[src/hw/mcs_timing_regs.vh]
// constants for the machine cycle sequencer and external data move stretch
`ifndef MCS_TIMING_REGS_VH
`define MCS_TIMING_REGS_VH

// states per machine cycle
`define MCS_STATES_PER_CYCLE   3'h4
// stretch field position in the bus timing control value
`define MCS_STRETCH_MSB        2
`define MCS_STRETCH_LSB        0
`define MCS_STRETCH_RESET      3'h1
// external data move opcodes
`define MCS_OP_XMOVE_RD_DPTR   8'he0
`define MCS_OP_XMOVE_RD_RI0    8'he2
`define MCS_OP_XMOVE_RD_RI1    8'he3
`define MCS_OP_XMOVE_WR_DPTR   8'hf0
`define MCS_OP_XMOVE_WR_RI0    8'hf2
`define MCS_OP_XMOVE_WR_RI1    8'hf3
// compare-and-branch against immediate, registers two to seven
`define MCS_OP_CMPBR_R2        8'hba
`define MCS_OP_CMPBR_R7        8'hbf
// strobe low time in clocks for stretch zero, then four clocks per step
`define MCS_STROBE_BASE        5'h2
`define MCS_STROBE_STEP        5'h4
// strobe opens at this state of the access cycle and closes at the same offset, or two clocks after opening (two clocks earlier) at stretch zero
`define MCS_STROBE_OPEN_STATE  4'h2

`endif

[src/hw/mcs_cycle_decode.v]
// opcode to machine cycle count decoder for the full 256 entry opcode space
`include "mcs_timing_regs.vh"

module mcs_cycle_decode (
    input  wire [7:0] i_opcode,
    output reg  [2:0] o_cycles,
    output reg        o_xmove,
    output reg        o_xmove_wr
);
    always @* begin
        o_xmove    = 1'b0;
        o_xmove_wr = 1'b0;
        o_cycles   = 3'h1;
        // decoder covers all opcodes; half of them run in one cycle
        casez (i_opcode)
            8'he0, 8'he2, 8'he3: begin
                o_xmove  = 1'b1;
                o_cycles = 3'h2;
            end
            8'hf0, 8'hf2, 8'hf3: begin
                o_xmove    = 1'b1;
                o_xmove_wr = 1'b1;
                o_cycles   = 3'h2;
            end
            8'hb4, 8'hb5, 8'hb6, 8'hb7, 8'hb8, 8'hb9,
            8'hba, 8'hbb, 8'hbc, 8'hbd, 8'hbe, 8'hbf,
            8'h12, 8'h02, 8'h20, 8'h30, 8'h10, 8'hd5:
                o_cycles = 3'h4;
            8'h?1, 8'h80, 8'h60, 8'h70, 8'h40, 8'h50, 8'hd8, 8'hd9, 8'hda,
            8'hdb, 8'hdc, 8'hdd, 8'hde, 8'hdf:
                o_cycles = 3'h3;
            8'h22, 8'h32, 8'h73, 8'hc5, 8'hc2, 8'hd2, 8'hb2, 8'h82, 8'hb0,
            8'h72, 8'ha0, 8'ha2, 8'h92, 8'h74, 8'h24, 8'h25, 8'h34,
            8'h35, 8'h94, 8'h95, 8'h44, 8'h45, 8'h54, 8'h55, 8'h64, 8'h65,
            8'h42, 8'h52, 8'h62, 8'h43, 8'h53, 8'h63, 8'h85, 8'h86, 8'h87,
            8'h88, 8'h89, 8'h8a, 8'h8b, 8'h8c, 8'h8d, 8'h8e, 8'h8f, 8'ha6,
            8'ha7, 8'ha8, 8'ha9, 8'haa, 8'hab, 8'hac, 8'had, 8'hae, 8'haf,
            8'h76, 8'h77, 8'h78, 8'h79, 8'h7a, 8'h7b, 8'h7c, 8'h7d, 8'h7e,
            8'h7f, 8'hf5, 8'he5, 8'h93, 8'h83, 8'h84, 8'ha4, 8'hc0, 8'hd0,
            8'h05, 8'h15:
                o_cycles = 3'h2;
            8'h90, 8'h75:
                o_cycles = 3'h3;
            default:
                o_cycles = 3'h1;
        endcase
    end
endmodule

[src/hw/mcs_sequencer.v]
// machine cycle sequencer with stretchable external data move
`include "mcs_timing_regs.vh"

module mcs_sequencer (
    input  wire       i_clk,
    input  wire       i_srst,
    input  wire [7:0] i_opcode,
    input  wire       i_fetch_ack,
    input  wire [7:0] i_bus_timing_control_wdata,
    input  wire       i_bus_timing_control_we,
    output reg  [3:0] o_state,
    output reg        o_fetch,
    output reg        o_instr_done,
    output reg        o_cpu_hold,
    output reg        o_xaddr_en,
    output reg        o_rd_n,
    output reg        o_wr_n,
    output reg  [2:0] o_stretch,
    output reg  [3:0] o_mcycle,
    output reg  [3:0] o_len
);
    localparam ST_ONE   = 4'b0001;
    localparam ST_TWO   = 4'b0010;
    localparam ST_THREE = 4'b0100;
    localparam ST_FOUR  = 4'b1000;

    reg  [3:0] state_ff;
    reg  [3:0] nxt_state;
    reg  [2:0] stretch_ff;
    reg  [2:0] xstretch_ff;
    reg  [3:0] mcycle_ff;
    reg  [3:0] len_ff;
    reg        xmove_ff;
    reg        xmove_wr_ff;
    reg        busy_ff;
    reg  [4:0] strobe_cnt_ff;
    reg        strobe_on_ff;
    reg        neg_phase_ff;
    wire [2:0] dec_cycles;
    wire       dec_xmove;
    wire       dec_xmove_wr;
    wire       last_state;
    wire       last_cycle;
    wire [4:0] strobe_len;
    wire       strobe_start;

    mcs_cycle_decode u_decode (
        .i_opcode   (i_opcode),
        .o_cycles   (dec_cycles),
        .o_xmove    (dec_xmove),
        .o_xmove_wr (dec_xmove_wr)
    );

    always @* begin
        case (state_ff)
            ST_ONE:   nxt_state = ST_TWO;
            ST_TWO:   nxt_state = ST_THREE;
            ST_THREE: nxt_state = ST_FOUR;
            ST_FOUR:  nxt_state = ST_ONE;
            default:  nxt_state = ST_ONE;
        endcase
    end

    assign last_state = (state_ff == ST_FOUR);
    assign last_cycle = (mcycle_ff + 4'h1 >= len_ff);

    // two clocks at zero, else four per stretch step
    // uses the stretch latched at fetch: a field write during an access
    // must not pull the strobe away from the already fixed cycle count
    assign strobe_len = (xstretch_ff == 3'h0) ? `MCS_STROBE_BASE
                        : (`MCS_STROBE_STEP * {2'h0, xstretch_ff});

    // access opens in the cycle after the opcode fetch
    assign strobe_start = busy_ff && xmove_ff && (mcycle_ff == 4'h1)
                          && (state_ff == ST_TWO);

    // falling edge phase marker, kept for half-state timing
    always @(negedge i_clk) begin
        if (i_srst) begin
            neg_phase_ff <= 1'b0;
        end else begin
            neg_phase_ff <= ~neg_phase_ff;
        end
    end

    always @(posedge i_clk) begin
        if (i_srst) begin
            state_ff      <= ST_ONE;
            stretch_ff    <= `MCS_STRETCH_RESET;
            xstretch_ff   <= `MCS_STRETCH_RESET;
            mcycle_ff     <= 4'h0;
            len_ff        <= 4'h1;
            xmove_ff      <= 1'b0;
            xmove_wr_ff   <= 1'b0;
            busy_ff       <= 1'b0;
            strobe_cnt_ff <= 5'h0;
            strobe_on_ff  <= 1'b0;
        end else begin
            state_ff <= nxt_state;
            // stretch field from bus timing control bits 2..0
            if (i_bus_timing_control_we) begin
                stretch_ff <= i_bus_timing_control_wdata[`MCS_STRETCH_MSB:`MCS_STRETCH_LSB];
            end
            // one opcode taken per cycle, at state_one
            if (state_ff == ST_ONE && !busy_ff && i_fetch_ack) begin
                busy_ff     <= 1'b1;
                mcycle_ff   <= 4'h0;
                xmove_ff    <= dec_xmove;
                xmove_wr_ff <= dec_xmove_wr;
                xstretch_ff <= stretch_ff;
                // external move length is stretch plus two
                // other lengths straight from the decoder
                if (dec_xmove) begin
                    len_ff <= {1'b0, stretch_ff} + 4'h2;
                end else begin
                    len_ff <= {1'b0, dec_cycles};
                end
                if (!dec_xmove && dec_cycles == 3'h1) begin
                    busy_ff <= 1'b0;
                end
            end else if (busy_ff && last_state) begin
                if (last_cycle) begin
                    busy_ff <= 1'b0;
                end else begin
                    mcycle_ff <= mcycle_ff + 4'h1;
                end
            end
            if (strobe_start) begin
                strobe_on_ff  <= 1'b1;
                strobe_cnt_ff <= strobe_len - 5'h1;
            end else if (strobe_on_ff) begin
                if (strobe_cnt_ff == 5'h0) begin
                    strobe_on_ff <= 1'b0;
                end else begin
                    strobe_cnt_ff <= strobe_cnt_ff - 5'h1;
                end
            end
        end
    end

    // registered outputs
    always @(posedge i_clk) begin
        if (i_srst) begin
            o_state      <= ST_ONE;
            o_fetch      <= 1'b0;
            o_instr_done <= 1'b0;
            o_cpu_hold   <= 1'b0;
            o_xaddr_en   <= 1'b0;
            o_rd_n       <= 1'b1;
            o_wr_n       <= 1'b1;
            o_stretch    <= `MCS_STRETCH_RESET;
            o_mcycle     <= 4'h0;
            o_len        <= 4'h1;
        end else begin
            o_state      <= state_ff;
            o_fetch      <= (state_ff == ST_ONE) && !busy_ff;
            o_instr_done <= last_state && (!busy_ff || last_cycle);
            // core held only during stretched cycles of external move
            o_cpu_hold   <= busy_ff && xmove_ff && (mcycle_ff >= 4'h2);
            o_xaddr_en   <= busy_ff && xmove_ff && (mcycle_ff != 4'h0);
            o_rd_n       <= ~(strobe_on_ff && !xmove_wr_ff);
            o_wr_n       <= ~(strobe_on_ff && xmove_wr_ff);
            o_stretch    <= stretch_ff;
            o_mcycle     <= mcycle_ff;
            o_len        <= len_ff;
        end
    end
endmodule

[config.mk]
export PLATFORM = sky130hd
export DESIGN_NAME = mcs_sequencer
export DESIGN_NICKNAME = d
export VERILOG_FILES = /design/src/hw/mcs_cycle_decode.v /design/src/hw/mcs_sequencer.v
export VERILOG_INCLUDE_DIRS = /design/src /design/src/hw
export SDC_FILE = /design/constraint.sdc
export NUM_CORES = 1
export LEC_CHECK = 0
export BUFFER_PORTS_ARGS = -buffer_cell sky130_fd_sc_hd__buf_2
export CAP_MARGIN = 20
export CORE_MARGIN = 4
export CORE_UTILIZATION = 55
export CTS_CLUSTER_SIZE = 40
export DETAILED_ROUTE_END_ITERATION = 10
export PLACE_DENSITY = 0.78
export SLEW_MARGIN = 10
export SYNTH_ARGS = -nofsm -noshare
export SYNTH_HDL_FRONTEND = slang
export SYNTH_SLANG_ARGS = --single-unit
[constraint.sdc]
create_clock -name i_clk -period 3.3 [get_ports i_clk]
set_input_delay 0.495 -clock i_clk [delete_from_list [all_inputs] [get_ports i_clk]]
set_output_delay 0.495 -clock i_clk [all_outputs]
set_load 0.02 [all_outputs]
---- Word-level counts from Yosys, hierarchy flattened ----
Index checks and enable logic that the tools add are counted.
storage, ports and cells
  register bits after elaboration ......... 48
  input bits .............................. 20
  word-level logic and storage cells ...... 196
cells by class
  add/subtract/negate cells ............... 4
  $lt $le $gt $ge ......................... 2
  equal/unequal tests ..................... 120
  mux-type cells .......................... 16
  bitwise gates (word level) .............. 3
  reductions and logical operators ........ 31
operators with widths
  kind                   number
  $eq A8 B8 Y1 const B   69
  $eq A8 B7 Y1 const B   30
  $reduce_or A79 Y1      1
  $eq A8 B6 Y1 const B   8
  $eq A8 B5 Y1 const B   3
  $mux W5                4
  $reduce_or A18 Y1      1
  $reduce_or A16 Y1      1
  $eq A4 B1 Y1 const B   3
  $logic_and A1 B1 Y1    12
  $pmux W4 S3            1
  $sub A5 B1 Y5 const B  2
  $mux W1                9
  $pmux W3 S3            1
  $eq A8 B2 Y1 const B   1
  $eq A8 B3 Y1 const B   1
  $reduce_and A2 Y1      3
  $reduce_bool A2 Y1     3
  $reduce_or A6 Y1       1
  $logic_not A5 Y1       1
  $add A3 B2 Y4 const B  1
  $add A4 B1 Y4 const B  1
  $eq A4 B2 Y1 const B   1
  $eq A4 B3 Y1 const B   1
  other kinds (13)       17

---- Longest topological paths before layout ----
  depth in word-level cells ............... 7
  gate-level depth with buffers ........... 12
  depth with buffers taken out ............ 11

---- Cells and area by module ----
Synthesis repeated with hierarchy kept, for this count alone.
unflattened totals
  cells, all modules ...................... 276
  area, all modules ....................... 2409.8 µm²
modules (own cells, without submodules)
  module            times used  cells each  area each (µm²)
  mcs_sequencer     1           200         1919.3
  mcs_cycle_decode  1           76          490.5

---- Worst setup path after synthesis ----
Ideal clock, no wire load.
  path kind ............................... flip-flop to flip-flop
  start ................................... reg state_ff[0]
  end ..................................... reg strobe_cnt_ff[4]
  setup time .............................. 0.086 ns
  data arrival time ....................... 2.546 ns
  slack ................................... 0.669 ns
  cell stages (with the launch flop) ...... 12
  path buffers ............................ 1
  clock period less this slack ............ 2.631 ns
  cells stage by stage .................... dfxtp_1 -> or4b_2 -> nor4_1 -> nand2_1 -> buf_2 -> a21oi_1 -> ha_1 -> inv_1 -> or3_1 -> xnor2_1 -> nor2_1 -> a211oi_1
between the ends
  word-level cells in the longest chain between the ends .. 4
  elaborated cells between the ends (all ways) .. 6
  classes of those cells .................. eq/ne: 2; mux: 1; reduce/logical: 3
ends and longest elaborated chain
  what                                                          RTL line             text
  start: declaration                                            mcs_sequencer.v:27   reg [3:0] state_ff;
  start signal: assignment                                      mcs_sequencer.v:99   state_ff <= nxt_state;
  $eq A4 B2 Y1 *                                                mcs_sequencer.v:75   && (state_ff == ST_TWO);
  $logic_and A1 B1 Y1 *                                         mcs_sequencer.v:75
  $ne A2 B2 Y1 (no line) or $reduce_bool A2 Y1 (tied branches)  -
  $reduce_and A2 Y1 (no line)                                   -
  end signal: assignment                                        mcs_sequencer.v:130  strobe_cnt_ff <= strobe_len - 5'h1;
  end signal: assignment                                        mcs_sequencer.v:135  strobe_cnt_ff <= strobe_cnt_ff - 5'h1;
  end: declaration                                              mcs_sequencer.v:36   reg [4:0] strobe_cnt_ff;
Mark *: on every way between the ends. The rest lies on a longest branch, timed or not.
A chain may end at the register's enable or synchronous reset.

---- Final worst setup path ----
  start ................................... reg state_ff[1]
  end ..................................... reg strobe_cnt_ff[4]
Same word-level chain as after synthesis.

==> impl_metrics.toml <==
[run_status]
status = "finished clean"

[pwr]
power.net_switching_mw = 0.315
p_int_mw = 0.899
pwr-share-seq_pct = 51.1
p_leak_nw = 1.15
combPwrFrac_pct = 15.4
p_per_area_nw_per_um2 = 410
p_sw_share_pct = 26.0
peakVddDrop_v = 0.000339
clockPowerShare_pct = 33.5

[clock_network]
cts_tree = "built"
numCtsBuffers = 5
cts_hold_buf = 0
cts_sinks = 48
cts.path.max_buffers = 2
cts_root_buffer = "clkbuf_8"
cts_setup_buffers = 0
htreeDepth = 2
cts_resized = 0
clk_pin_slew_worst_paths_ns = 0.08
clk_latency_ns = 0.29

[critical_path]
reg2reg_from = "state_ff[1]"
critPathMaxFanout = 12
crit_arrival_ns = 3.08
cp-endpoint = "strobe_cnt_ff[4]"
rrSetupSlack_ns = 0.43
startpoint = "state_ff[1]"
crit_required_ns = 3.51
crit_type = "flop to flop"
start_kind = "flop"
r2r_cells = 10
worstSetupEndpointType = "flop"
reg2reg_to = "strobe_cnt_ff[4]"

[synth]
async_flop_share_pct = 0
synth-main-ff-cell = "dfxtp_1"
yosys_warnings = 0
netlist_area_um2 = 2710
seq_area_frac_synth_pct = 35.5
ys_ff_latch = 48
synth_area_per_cell_um2 = 8.71
syn_nets = 341
syn-instance-count = 311
synth_edf_count = 0
ys_types = 69

[global_routing]
grt_max_degree = 40
antenna_found_initial = 0
grt.overflow.total = 0
grt_use_total_pct = 19.3
grt_pass1_wl_um = 9770
grt_pass1_vias = 2181

[route]
drt-total-wl_um = 5580
num_vias = 2360
dr.pass1.iters = 4
wl_per_cell_um = 14.0
viasPerCell = 5.93
drc_errors = 0
drtIter0Drc = 114
drt.antenna.violating_nets = 0

[cells_and_area]
finalNonFillerCells = 398
final_core_util_pct = 62.3
antennaDiodeCount = 0
synthToLayoutAreaGrowth_pct = 9.23
nFillCells = 426
final_layout_size_suffix_gt1_share_pct = 16.9
fin_nets = 360

[sta]
fin_crit_ns = 2.87
slew_headroom_pct = 32.3
hold_violations = 0
worst_slew_pin_slew_ns = 1.00
timing.clock.skew_ns = 0.00489
rsz0062_at_grt = "false"
max_freq_mhz = 349
drv_slew = 0
post-route-period-util_pct = 86.9
tns_ns = 0
setup_viol = 0
setup_slack_ns = 0.433

[placement]
numPortBuffers = 35
dp_cells = 390
pre_cts_ws_ns = 0.398
hpwl_um = 3920
gp_congestion = 0.909

[floorplan]
die_w_um = 78.2
die_area_um2 = 6110
start_util_pct = 57.0
boundaryPins = 41
num_rows = 25
die_height_um = 78.2
design.core.area_um2 = 4750

[flow_run]
cap_violations = 0

[hold_path]
hold_class = "input port to flop"
stage by stage:
step                instance area, um^2  hold slack (ns)  power (mW)
global placement                   2850            0.408       0.817
global route                       2960            0.406        1.28
CTS                                2960            0.395        1.23
floorplan                          2710            0.389       0.778
detailed placement                 2850            0.416       0.821
finish                             2960            0.401        1.21
flip-flops by register name, indices dropped and copies added (netlist names), 3 cells and up:
register,flops
mcycle_ff,4
o_len,4
o_state,4
o_mcycle,4
xstretch_ff,3
stretch_ff,3
state_ff,4
len_ff,4
o_stretch,3
strobe_cnt_ff,5
cell usage in the layout (no fill, tap or decap), drive strengths merged, types with 4 or more instances in the layout:
cell type  instances
dfxtp             48
buf               35
nor2              28
nand2             20
nor2b             16
a21oi             14
ha                10
xnor2              9
nand2b             9
nor3               9
nor4               8
inv                8
a211oi             8
nand3              7
clkbuf             6
mux2i              5
nand3b             5
a2111oi            5
or2                4
o21ai              4
a21o               4
and3               4
nand4              4
nor3b              4
or4b               4
power groups by stage:
stage / Combinational (mW) / Sequential, mW / Clock (mW)
6_report: 0.187 / 0.621 / 0.407
4_1_cts: 0.187 / 0.621 / 0.419
3_3_place_gp: 0.184 / 0.633 / 0
3_5_place_dp: 0.186 / 0.634 / 0
2_1_floorplan: 0.137 / 0.641 / 0
5_1_grt: 0.209 / 0.625 / 0.446
logic make-up (layout without fill, tap and decap cells):
kind of cell,after synthesis,in the layout,share of synthesized area [%]
AND/OR/NAND/NOR,140,140,29.9
AO/OA/AOI/OAI,65,65,18.9
XOR/XNOR,12,12,3.88
buffers and inverters,31,51,5.40
flip-flops,48,48,35.5
multiplexers,5,5,1.85
adder cells (fa/ha/maj),10,10,4.62
per-layer routing:
metal / up-vias / share of wire [%] / GRT usage [%]
met2: 103 / 46 / 32.3
li1: 1183 / - / -
met3: 4 / 7.3 / 2.87
met4: 0 / 1.1 / 6.29
met1: 1070 / 45 / 25.6
met5: - / 0 / 0
worst min-delay path by stage:
stage | from | end | depth (start not counted)
floorplan | strobe_on_ff | o_wr_n | 1
global route | i_bus_timing_control_wdata[0] | stretch_ff[0] | 2
finish | i_bus_timing_control_wdata[0] | stretch_ff[0] | 2
detailed placement | strobe_on_ff | o_wr_n | 1
global placement | strobe_on_ff | o_wr_n | 1
CTS | i_bus_timing_control_wdata[0] | stretch_ff[0] | 2
synthesized netlist by cell type, drive strengths merged (5+ instances only):
cell,number,share of area (%)
nor2,28,3.9
nor4,8,1.8
a21oi,14,2.6
inv,8,1.1
nand2,20,2.8
nand3b,5,1.4
a211oi,8,2.4
nor3,9,1.7
nor2b,16,3.7
a2111oi,5,2.4
mux2i,5,1.8
nand3,7,1.3
ha,10,4.6
nand2b,9,2.1
clkbuf,8,1.2
dfxtp,48,35
buf,15,3.1
xnor2,9,2.9
worst max-delay path, stage by stage (launching register included):
cell	delay (ns)
dfxtp_1	0.42
or4b_2	0.66
nor4_1	0.25
nand2_1	0.27
a21oi_1	0.22
ha_1	0.20
inv_1	0.07
or3_1	0.32
xnor2_1	0.14
nor2_1	0.05
a211oi_1	0.20
layout make-up:
class | count | area [um^2] | area share (%)
repair buffers | 35 | 175 | 5.92
well taps | 67 | 83.8 | 2.83
multi-input cells | 232 | 1600 | 54.1
flip-flops and latches | 48 | 961 | 32.5
clock inverters | 2 | 35.0 | 1.18
clock buffers | 6 | 72.6 | 2.45
inverters | 8 | 30.0 | 1.01
(Power assumes the default switching activity.)
